--- config.mk ---
export PLATFORM = sky130hd
export DESIGN_NAME = pmc_power_mode_controller
export DESIGN_NICKNAME = d
export VERILOG_FILES = /design/src/verilog/pmc_pkg.sv /design/src/verilog/pmc_power_mode_controller.sv
export SDC_FILE = /design/constraint.sdc
export NUM_CORES = 1
export LEC_CHECK = 0
export ABC_AREA = 1
export CORE_MARGIN = 2
export CORE_UTILIZATION = 50
export DETAILED_ROUTE_END_ITERATION = 6
export DONT_BUFFER_PORTS = 1
export PLACE_DENSITY_LB_ADDON = 0.08
export SLEW_MARGIN = 5
export SYNTH_ARGS = -nofsm -noshare
export SYNTH_HDL_FRONTEND = slang
export SYNTH_SLANG_ARGS = --single-unit
--- constraint.sdc ---
create_clock -name CLK_SYS -period 2.9 [get_ports CLK_SYS]
set_input_delay 0 -clock CLK_SYS [delete_from_list [all_inputs] [get_ports CLK_SYS]]
set_output_delay 0 -clock CLK_SYS [all_outputs]
set_load 0.02 [all_outputs]
--- src/verilog/pmc_pkg.sv ---
// Summary of operation
// RULE1: Nine operating modes, eight of them power-down
// RULE2: Only high-speed active is not power-down
// RULE3: High-speed active: everything on full system clock
// RULE4: Medium-speed active: everything on reduced system clock
// RULE5: Subactive: CPU and peripherals on subclock
// RULE6: High-speed sleep: CPU halts, peripherals on clock
// RULE7: Medium-speed sleep: peripherals at 1/128..1/16 clock
// RULE8: Subsleep: timers A,C,F,G, serial, counter, display run
// RULE9: Watch: timers A,F,G, counter, display run
// RULE10: Standby halts CPU and every peripheral
// RULE11: Software halts chosen peripherals individually
// RULE12: Only enabled interrupts cause mode changes
// RULE13: Wake set one: timers A,F,G, line 0, pins
// RULE14: Broad wake set: timers, serial, lines 4,3,1,0, counter, pins
// RULE15: Narrow set: lines 1 or 0, pins; another all
// RULE16: Sleep target from five control bits
// RULE17: System oscillator stops in watch, sub, standby
// RULE18: Standby bit picks sleep or standby/watch
// RULE19: Exit wait from 3-bit select, default 8192
// RULE20: At least eight states wait after clock restart; the code gives only 2 for select code 5
package pmc_pkg;

  // Operating modes
  typedef enum logic [3:0] {
    PMC_ACT_HI, PMC_ACT_MED, PMC_SUBACT, PMC_SLP_HI, PMC_SLP_MED,
    PMC_SUBSLP, PMC_WATCH, PMC_STANDBY, PMC_WAIT
  } pmc_mode_t;

  // Peripheral index positions in the clock-enable vector
  localparam int PMC_NPER = 10;
  localparam int PER_TMA = 0;
  localparam int PER_TMC = 1;
  localparam int PER_TMF = 2;
  localparam int PER_TMG = 3;
  localparam int PER_SER = 4;
  localparam int PER_AEC = 5;
  localparam int PER_LCD = 6;
  localparam int PER_WDT = 7;
  localparam int PER_PWM = 8;
  localparam int PER_ADC = 9;

  // Peripherals kept alive in subsleep and watch
  localparam logic [9:0] PMC_SUBSLP_RUN = 10'h07f;
  localparam logic [9:0] PMC_WATCH_RUN = 10'h06d;

  // Wake-up source vector layout
  typedef struct packed {
    logic tma;
    logic tmc;
    logic tmf;
    logic tmg;
    logic ser;
    logic ext4;
    logic ext3;
    logic ext1;
    logic ext0;
    logic aec;
    logic [7:0] pins;
    logic other;
  } pmc_wake_t;

  // Control bits set by software
  typedef struct packed {
    logic low_speed_flag;
    logic medium_speed_flag;
    logic software_standby_bit;
    logic timer_a_clock_source_bit;
    logic direct_transfer_bit;
    logic [2:0] standby_wait_select;
    logic [1:0] medium_div_select;
  } pmc_ctrl_t;

  // Reset values and counts
  localparam logic [2:0] PMC_STS_RESET = 3'h0;
  localparam int PMC_MIN_WAIT = 8;
  localparam int PMC_CNT_W = 18;
  localparam int PMC_DIV_W = 7;

  // Exit wait lengths in states, one per select code
  localparam logic [17:0] PMC_WAIT_SEL0 = 18'h02000; // Default after reset
  localparam logic [17:0] PMC_WAIT_SEL1 = 18'h04000;
  localparam logic [17:0] PMC_WAIT_SEL2 = 18'h08000;
  localparam logic [17:0] PMC_WAIT_SEL3 = 18'h10000;
  localparam logic [17:0] PMC_WAIT_SEL4 = 18'h20000;
  localparam logic [17:0] PMC_WAIT_SEL5 = 18'h00002; // External clock only
  localparam logic [17:0] PMC_WAIT_SEL6 = 18'h00008;
  localparam logic [17:0] PMC_WAIT_SEL7 = 18'h00010;

endpackage

--- src/verilog/pmc_power_mode_controller.sv ---
module pmc_power_mode_controller
  import pmc_pkg::*;
(
  // Clock and reset
  input wire logic CLK_SYS,
  input wire logic SRST,
  // Software control
  input wire pmc_ctrl_t CTRL,
  input wire logic [PMC_NPER-1:0] MODULE_STANDBY,
  input wire logic SLEEP_EXEC,
  // Interrupt requests and their enables
  input wire pmc_wake_t IRQ_REQ,
  input wire pmc_wake_t IRQ_EN,
  // Mode and clock outputs
  output pmc_mode_t MODE,
  output logic POWER_DOWN,
  output logic CPU_RUN,
  output logic SYS_OSC_ON,
  output logic SUB_CLK_SEL,
  output logic [PMC_NPER-1:0] PER_CLK_EN,
  output logic WAKE
);

  // Wait counts in states, index by select code
  function automatic logic [PMC_CNT_W-1:0] wait_len(input logic [2:0] sel);
    case (sel)
      3'h0: wait_len = PMC_WAIT_SEL0;
      3'h1: wait_len = PMC_WAIT_SEL1;
      3'h2: wait_len = PMC_WAIT_SEL2;
      3'h3: wait_len = PMC_WAIT_SEL3;
      3'h4: wait_len = PMC_WAIT_SEL4;
      3'h5: wait_len = PMC_WAIT_SEL5;
      3'h6: wait_len = PMC_WAIT_SEL6;
      default: wait_len = PMC_WAIT_SEL7;
    endcase
  endfunction

  pmc_mode_t mode; // Current mode
  pmc_mode_t next_mode; // Mode after this cycle
  pmc_mode_t wait_target; // Active mode entered after the wait
  logic [PMC_CNT_W-1:0] wait_cnt; // Remaining wait states
  logic [PMC_CNT_W-1:0] wait_load; // Length of the chosen wait
  logic [PMC_DIV_W-1:0] div_cnt; // Free-running divider
  logic div_tick; // Medium-speed enable pulse
  logic wake_any; // Enabled wake in current mode
  logic wake_sel; // Enabled requests masked by source set
  pmc_wake_t live; // Pending and enabled

  // Only enabled requests count; pending alone never wakes
  assign live = IRQ_REQ & IRQ_EN; // see RULE12

  // Source set per low-power mode
  always_comb begin
    wake_sel = 1'b0;
    case (mode)
      PMC_WATCH: begin
        wake_sel = live.tma | live.tmf | live.tmg | live.ext0 | (|live.pins); // see RULE13
      end
      PMC_SUBSLP: begin
        wake_sel = live.tma | live.tmc | live.tmf | live.tmg | live.ser | live.ext4
          | live.ext3 | live.ext1 | live.ext0 | live.aec | (|live.pins); // see RULE14
      end
      PMC_STANDBY: begin
        wake_sel = live.ext1 | live.ext0 | (|live.pins); // see RULE15
      end
      PMC_SLP_HI, PMC_SLP_MED: begin
        wake_sel = |live; // see RULE15
      end
      default: begin
        wake_sel = 1'b0;
      end
    endcase
  end
  assign wake_any = wake_sel;

  // Medium-speed divider, ratio 16/32/64/128
  always_comb begin
    case (CTRL.medium_div_select)
      2'h0: div_tick = (div_cnt[6:0] == 7'h00); // 1/128
      2'h1: div_tick = (div_cnt[5:0] == 6'h00); // 1/64
      2'h2: div_tick = (div_cnt[4:0] == 5'h00); // 1/32
      default: div_tick = (div_cnt[3:0] == 4'h0); // 1/16
    endcase
  end

  // Wait length never below eight states unless external clock
  always_comb begin
    wait_load = wait_len(CTRL.standby_wait_select); // see RULE19
    if (CTRL.standby_wait_select != 3'h5 && wait_load < PMC_CNT_W'(PMC_MIN_WAIT)) begin
      wait_load = PMC_CNT_W'(PMC_MIN_WAIT); // see RULE20
    end
  end

  // Next mode decision
  always_comb begin
    next_mode = mode;
    case (mode)
      PMC_ACT_HI, PMC_ACT_MED: begin
        if (SLEEP_EXEC) begin
          // Five control bits pick the target
          if (!CTRL.software_standby_bit) begin // see RULE16
            if (CTRL.direct_transfer_bit) begin
              if (CTRL.low_speed_flag && CTRL.timer_a_clock_source_bit) begin
                next_mode = PMC_SUBACT;
              end else begin
                next_mode = CTRL.medium_speed_flag ? PMC_ACT_MED : PMC_ACT_HI;
              end
            end else if (CTRL.low_speed_flag && CTRL.timer_a_clock_source_bit) begin
              next_mode = PMC_SUBSLP;
            end else begin
              next_mode = CTRL.medium_speed_flag ? PMC_SLP_MED : PMC_SLP_HI; // see RULE18
            end
          end else if (CTRL.timer_a_clock_source_bit) begin
            next_mode = (CTRL.direct_transfer_bit && CTRL.low_speed_flag) ? PMC_SUBACT
              : PMC_WATCH; // see RULE18
          end else begin
            next_mode = PMC_STANDBY; // see RULE18
          end
        end
      end
      PMC_SUBACT: begin
        if (SLEEP_EXEC) begin
          if (CTRL.direct_transfer_bit && !CTRL.low_speed_flag) begin
            next_mode = PMC_WAIT; // Return to active via oscillator wait
          end else if (CTRL.software_standby_bit) begin
            next_mode = PMC_WATCH;
          end else begin
            next_mode = PMC_SUBSLP;
          end
        end
      end
      PMC_SLP_HI, PMC_SLP_MED: begin
        if (wake_any) begin
          next_mode = CTRL.medium_speed_flag ? PMC_ACT_MED : PMC_ACT_HI;
        end
      end
      PMC_SUBSLP, PMC_WATCH: begin
        if (wake_any) begin
          next_mode = CTRL.low_speed_flag ? PMC_SUBACT : PMC_WAIT;
        end
      end
      PMC_STANDBY: begin
        if (wake_any) begin
          next_mode = PMC_WAIT;
        end
      end
      PMC_WAIT: begin
        if (wait_cnt == '0) begin
          next_mode = wait_target;
        end
      end
      default: begin
        next_mode = PMC_ACT_HI;
      end
    endcase
  end

  // Mode register
  always_ff @(posedge CLK_SYS) begin
    if (SRST) begin
      mode <= PMC_ACT_HI; // see RULE1
    end else begin
      mode <= next_mode;
    end
  end

  // Wait counter, loaded on entry to the wait
  always_ff @(posedge CLK_SYS) begin
    if (SRST) begin
      wait_cnt <= '0;
      wait_target <= PMC_ACT_HI;
    end else if (next_mode == PMC_WAIT && mode != PMC_WAIT) begin
      wait_cnt <= wait_load - 18'h00001; // see RULE19
      wait_target <= CTRL.medium_speed_flag ? PMC_ACT_MED : PMC_ACT_HI;
    end else if (mode == PMC_WAIT && wait_cnt != '0) begin
      wait_cnt <= wait_cnt - 18'h00001; // see RULE20
    end
  end

  // Free-running divider; phase not reset on mode entry, so first pulse may come early
  always_ff @(posedge CLK_SYS) begin
    if (SRST) begin
      div_cnt <= '0;
    end else begin
      div_cnt <= div_cnt + 7'h01;
    end
  end

  // Registered outputs
  always_ff @(posedge CLK_SYS) begin
    if (SRST) begin
      MODE <= PMC_ACT_HI;
      POWER_DOWN <= 1'b0;
      CPU_RUN <= 1'b1;
      SYS_OSC_ON <= 1'b1;
      SUB_CLK_SEL <= 1'b0;
      PER_CLK_EN <= '1;
      WAKE <= 1'b0;
    end else begin
      MODE <= next_mode;
      POWER_DOWN <= (next_mode != PMC_ACT_HI); // see RULE2
      CPU_RUN <= next_mode inside {PMC_ACT_HI, PMC_ACT_MED, PMC_SUBACT}; // see RULE6
      SYS_OSC_ON <= !(next_mode inside {PMC_WATCH, PMC_SUBACT, PMC_SUBSLP,
        PMC_STANDBY}); // see RULE17
      SUB_CLK_SEL <= next_mode inside {PMC_SUBACT, PMC_SUBSLP, PMC_WATCH}; // see RULE5
      WAKE <= wake_any && next_mode != mode;
      // Per-peripheral enables, module standby overrides all
      case (next_mode)
        PMC_ACT_HI, PMC_SLP_HI, PMC_SUBACT: begin
          PER_CLK_EN <= ~MODULE_STANDBY; // see RULE3 see RULE11
        end
        PMC_ACT_MED, PMC_SLP_MED: begin
          PER_CLK_EN <= div_tick ? ~MODULE_STANDBY : '0; // see RULE4 see RULE7
        end
        PMC_SUBSLP: begin
          PER_CLK_EN <= PMC_SUBSLP_RUN & ~MODULE_STANDBY; // see RULE8
        end
        PMC_WATCH: begin
          PER_CLK_EN <= PMC_WATCH_RUN & ~MODULE_STANDBY; // see RULE9
        end
        default: begin
          PER_CLK_EN <= '0; // see RULE10
        end
      endcase
    end
  end

endmodule

==> results.ini, run 1 <==
[drt]
drt-vias-per-instance = 5.38
drt-pass1-iter-count = 4
drt_iter0_drc = 228
wl_per_cell_um = 13.3
drc = 0
ant_nets = 0
finalWirelength_um = 7880
vias = 3191

[logic_synthesis]
muxShareOfSynthArea_pct = 0
ys_seq_elements = 45
synth_edf_count = 0
synthCells = 506
postSynthAreaPerCell_um2 = 6.21
synth.distinct_cells = 37
synth_top_family_by_area = simple AND/OR/NAND/NOR gates
ys_warn_count = 0
synth_area_mm2 = 0.00314
synth_simple_gate_area_share_pct = 43.3
synthArstFlopShare_pct = 0
syn-num-nets = 570
synthXorXnorAreaFrac_pct = 0.557
synth_flop_cell = dfxtp_1
synth_fa_ha_area_share_pct = 1.19
seq_area_frac_synth_pct = 28.7
synth-compound-area-share_pct = 13.3

[timing]
fin_crit_sh_pct = 87.4
min_period_ns = 2.54
hold_viol = 0
slew_headroom_pct = 35.1
finClkSkew_ns = 0.00450
setup_viol = 0
setup_tns_ns = 0
tightest_slew_ns = 0.972
timing.fmax_ghz = 0.394
worst_slack_ns = 0.365
rsz0062_at_grt = false
slew_violations = 0

[clock_tree]
clock-sinks = 45
numCtsBuffers = 5
cts_max_path_buffers = 2
cts-root-buf = clkbuf_8
cts_tree = yes
clock_latency_ns = 0.31
cts-htree-levels = 2
path_clk_slew_ns = 0.09

[placement]
port_buffers = 0
place_hpwl_um = 5790
placement.cell_area_mm2 = 0.00320
routabilityCongestion = 0.946
dp_slack_ns = 0.277

[final_layout]
drive_gt1_share_pct = 9.85
final_cell_mix = 113 x nand2_1, 82 x inv_1, 60 x nor2_1
final_nets = 581
final_cell_area_mm2 = 0.00344
fillCellCount = 603
antenna-diode-count = 0
layout_commonest_cell = nand2_1
area_growth_pct = 9.43

[grt]
grt_max_degree = 32
overflow = 0
grtUsageTotal_pct = 23.5
grt_pass1_wl_um = 13600
antenna_found_initial = 0
grt_pass1_vias = 2933

[floorplanning]
initial_core_util_pct = 52.5
ios = 80
fp.dieW_um = 83.3
dieArea_mm2 = 0.00694
design.core.area_mm2 = 0.00599
die_height_um = 83.3
rows = 28

[critical_path]
critPathKind = reg -> reg
path_cells = inv_1 -> o21ai_0 -> nand2_1 -> nand2_2 -> nor2_1 -> inv_1 -> ha_1 -> nand2_1 -> nor2_2 -> nand3_1 -> nor3_1 -> nor3b_2
path_delay_family = simple AND/OR/NAND/NOR gates
slowest_delay_ns = 0.55
cp_max_fo = 10
end_kind = register
cp-start-kind = register
cp_slowest_cell = dfxtp_1
worst-path-buf-inv = 2
crit_arrival_ns = 2.72
cp.required_ns = 3.08

[outcome]
status = finished, final reports clean

[run]
drv_cap = 0

[pwr]
powerDensity_mw_per_mm2 = 845
total_power_mw = 2.91
p_leak_nw = 1.70
peakVddDrop_mv = 0.471

[hold_path]
hold_class = in -> reg

-- sequential cells by signal, indices dropped and copies added, names as in the netlist --
name and count:
CPU_RUN 1, MODE 4, PER_CLK_EN 10, POWER_DOWN 1
SUB_CLK_SEL 1, SYS_OSC_ON 1, WAKE 1, div_cnt 7
wait_cnt 18, wait_target 1
-- kinds of logic (layout without fill, tap and decap cells) --
group,count (synthesis),in the layout
adders and majority gates,3,3
DFF,45,45
and+or+nand+nor,289,289
buffers and inverters,100,112
AOI/OAI and AO/OA,67,67
xor gates and xnor gates,2,2
-- cells in the mapped netlist, types with 4 or more instances --
cell type | instances | area share, %
nand2_1 | 113 | 13
inv_1 | 82 | 9.8
nor2_1 | 61 | 7.3
nand3_1 | 53 | 8.4
dfxtp_1 | 45 | 29
o21ai_0 | 23 | 3.7
a21oi_1 | 15 | 2.4
nor3_1 | 13 | 2.1
nand4_1 | 12 | 2.4
nand3b_1 | 9 | 2.1
nand2_2 | 8 | 1.6
nand3_2 | 8 | 2.5
a21o_1 | 6 | 1.4
clkbuf_1 | 6 | 0.72
buf_2 | 5 | 0.80
o211ai_1 | 5 | 1.2
inv_2 | 4 | 0.48
nor2_2 | 4 | 0.80
o21ai_1 | 4 | 0.64
-- worst paths after layout --
| path | startpoint | end | slack, ns | depth (start not counted) |
|---|---|---|---|---|
| worst min register to register | div_cnt[0]$_SDFF_PP0_ | div_cnt[0]$_SDFF_PP0_ | 0.47 | 1 |
| worst max register to register | MODE[3]$_SDFF_PP0_ | wait_cnt[6]$_SDFFE_PP0P_ | 0.36 | 12 |
| worst min-delay path | CTRL[4] | wait_cnt[17]$_SDFFE_PP0P_ | 0.02 | 4 |
| worst max-delay path | MODE[3]$_SDFF_PP0_ | wait_cnt[6]$_SDFFE_PP0P_ | 0.36 | 12 |
-- cell type report --
| type | count | area (um2) | area share [%] |
|---|---|---|---|
| multi-input combinational | 361 | 1840 | 53.4 |
| sequential | 45 | 905 | 26.3 |
| inverter | 86 | 323 | 9.39 |
| timing repair buffer | 18 | 165 | 4.80 |
| tap | 75 | 93.8 | 2.73 |
| clock buffer | 5 | 68.8 | 2.00 |
| clock inverter | 3 | 47.5 | 1.38 |
-- worst min-delay path: stages --
cell	delay, ns
nand3_1	0.07
o21ai_0	0.09
nand2_1	0.07
a21oi_1	0.06
-- per-layer routing --
| layer | vias to the layer above | wire (um) | global-route usage (%) |
|---|---|---|---|
| met5 | - | 0 | 0 |
| met4 | 0 | 104 | 5.96 |
| met3 | 9 | 366 | 4.87 |
| met2 | 73 | 3760 | 39.6 |
| met1 | 1460 | 3650 | 30.5 |
| li1 | 1649 | - | - |
-- through the flow --
stage               instances  hold WS (ns)  util [%]
finish                    593        0.0234      57.4
global route              593        0.0848      57.4
CTS                       593        0.0113      57.3
detailed placement        573        0.0741      53.4
global placement          573        0.0702      53.4
floorplan                 506        0.0694         -
-- what timing repair did --
action,CTS,global route
hold endpoints to repair,25,0
buffers inserted,0,0
resized for setup,0,4
hold buffers,12,0
setup endpoints to repair,0,8
-- power breakdown --
part	total, mW	switching (mW)	internal, mW
clock network	0.513	0.249	0.263
registers	0.973	0.212	0.762
logic	1.42	0.931	0.490
Note: power is estimated with default switching activity, not from simulation.
==> run 2: changes to the inputs <==
Settings changed: BUFFER_PORTS_ARGS set to -buffer_cell sky130_fd_sc_hd__buf_4, CORE_ASPECT_RATIO set to 1.75, DONT_BUFFER_PORTS 1 to not set, REMOVE_ABC_BUFFERS set to 1.
==> run 2 against run 1 <==
- sequential share of layout area is 3.7 points lower
- wire length up 4.2%
- design area rose by 16%
- clock skew rose by 0.0059 ns
- fmax increased by 2.1%
- largest cell class unchanged
- largest power group unchanged
- highest routed layer unchanged
==> results.ini, run 2 (synthesis gave the netlist of run 1 again) <==
[timing]
finClkSkew_ns = 0.0104
tightest_slew_ns = 0.965
slew_headroom_pct = 35.6
setup_viol = 0
whs_ns = 0.00321
setup_tns_ns = 0
slew_violations = 0
timing.fmax_ghz = 0.403
rsz0062_at_grt = false
hold_viol = 0
min_period_ns = 2.48
fin_crit_sh_pct = 85.6

[critical_path]
end_kind = register
cp-start-kind = register
slowest_delay_ns = 0.42
crit_top_cell = nand2_1
cp_slowest_cell = dfxtp_1
cp.required_ns = 3.12
cp_max_fo = 7
critPathKind = reg -> reg
path_cells = inv_2 -> nor2_4 -> inv_2 -> nor2_1 -> o211ai_4 -> nand2_2 -> nor2_1 -> inv_1 -> ha_1 -> nand2_1 -> nor2_2 -> nand2_1 -> o21ai_1 -> nand3_1 -> nand2_1 -> inv_1
crit_arrival_ns = 2.70
r2r_slack_ns = 0.42

[floorplanning]
fp.dieW_um = 63.9
initial_core_util_pct = 51.2
design.core.area_mm2 = 0.00613
dieArea_mm2 = 0.00696
rows = 38
ios = 80
die_height_um = 109

[drt]
vias = 3483
drt-pass1-iter-count = 4
ant_nets = 0
drc = 0
finalWirelength_um = 8210
drt-vias-per-instance = 5.18
wl_per_cell_um = 12.2
drt_iter0_drc = 147

[placement]
placement.cell_area_mm2 = 0.00379
routabilityCongestion = 0.911
port_buffers = 79
place_hpwl_um = 6210

[final_layout]
largestRegisters = wait_cnt: 18 flops, PER_CLK_EN: 10 flops, div_cnt: 7 flops
top_register = wait_cnt
final_nets = 656
drive_gt1_share_pct = 20.9
final_cell_mix = 113 x nand2_1, 84 x buf_4, 82 x inv_1
area_growth_pct = 27.0
antenna-diode-count = 0
fillCellCount = 570
final_cell_area_mm2 = 0.00399
layout_commonest_cell = nand2_1
largest_reg_flops = 18

[clock_tree]
cts-root-buf = clkbuf_8
clock-sinks = 45
cts-htree-levels = 2
cts_tree = yes
numCtsBuffers = 5
clock_latency_ns = 0.31
post-cts-setup-buffers = 0
path_clk_slew_ns = 0.09
cts_max_path_buffers = 2

[grt]
grt_max_degree = 32
grtUsageTotal_pct = 24.0
grt_pass1_vias = 3223
antenna_found_initial = 0
overflow = 0
grt_pass1_wl_um = 13500

[run]
drv_cap = 0

[hold_path]
hold_class = in -> reg

[pwr]
peakVddDrop_mv = 0.589
p_leak_nw = 2.05
powerDensity_mw_per_mm2 = 763

[outcome]
status = finished, final reports clean

## run 2: changes by cell type in the layout (fill, tap and decap cells not counted), moves of 2 or more
cell           delta
buf_4            +78
dfxtp_1           +3
dfxtp_2           -3
dlygate4sd3_1     -3
inv_6             -2
## run 2: layout make-up
type | count | area [um2] | area share, %
Multi-Input combinational cell | 361 | 1830 | 46.0
Sequential cell | 45 | 901 | 22.6
Timing Repair Buffer | 93 | 721 | 18.1
Inverter | 86 | 323 | 8.09
Tap cell | 80 | 100 | 2.51
Clock buffer | 6 | 72.6 | 1.82
Clock inverter | 2 | 38.8 | 0.972
## run 2: report_power, final
group          switching (mW)  internal (mW)  total (mW)
clock network           0.235          0.259       0.494
logic                    1.07          0.640        1.71
registers              0.0831          0.757       0.840
## run 2: per-stage QoR
step | util, % | setup slack, ns | power, mW | cells
global route | 65.1 | 0.194 | 3.28 | 673
detailed placement | 61.8 | 0.448 | 2.54 | 656
floorplan | - | 0.204 | 2.02 | 492
CTS | 65.1 | 0.439 | 3.04 | 673
global placement | 61.8 | 0.533 | 2.52 | 656
finish | 65.1 | 0.418 | 3.05 | 673
## run 2: timing repair
action / in CTS / in global routing
resized for setup: 0 / 0
hold endpoints to repair: 17 / 0
hold buffers: 9 / 0
## run 2: final timing paths
path / startpoint / endpoint / cells past startpoint
max: MODE[2]$_SDFF_PP0_ / wait_cnt[14]$_SDFFE_PP0P_ / 16
min: MODULE_STANDBY[4] / PER_CLK_EN[4]$_SDFF_PP1_ / 4
min reg2reg: div_cnt[0]$_SDFF_PP0_ / div_cnt[0]$_SDFF_PP0_ / 1
max reg2reg: MODE[2]$_SDFF_PP0_ / wait_cnt[14]$_SDFFE_PP0P_ / 16
## run 2: routing by layer
metal | share of wire (%) | track usage, %
met5 | 0 | 0
met4 | 2.9 | 11.8
met3 | 6.1 | 3.92
met2 | 52 | 43.0
met1 | 39 | 27.1
## run 2: critical path: cells and delay by family (launching register included)
kind / cells / cell delay (ns)
flops: 1 / 0.42
buf+inv: 4 / 0.32
fa+ha+maj: 1 / 0.24
simple gates: 9 / 1.09
compound gates: 2 / 0.34
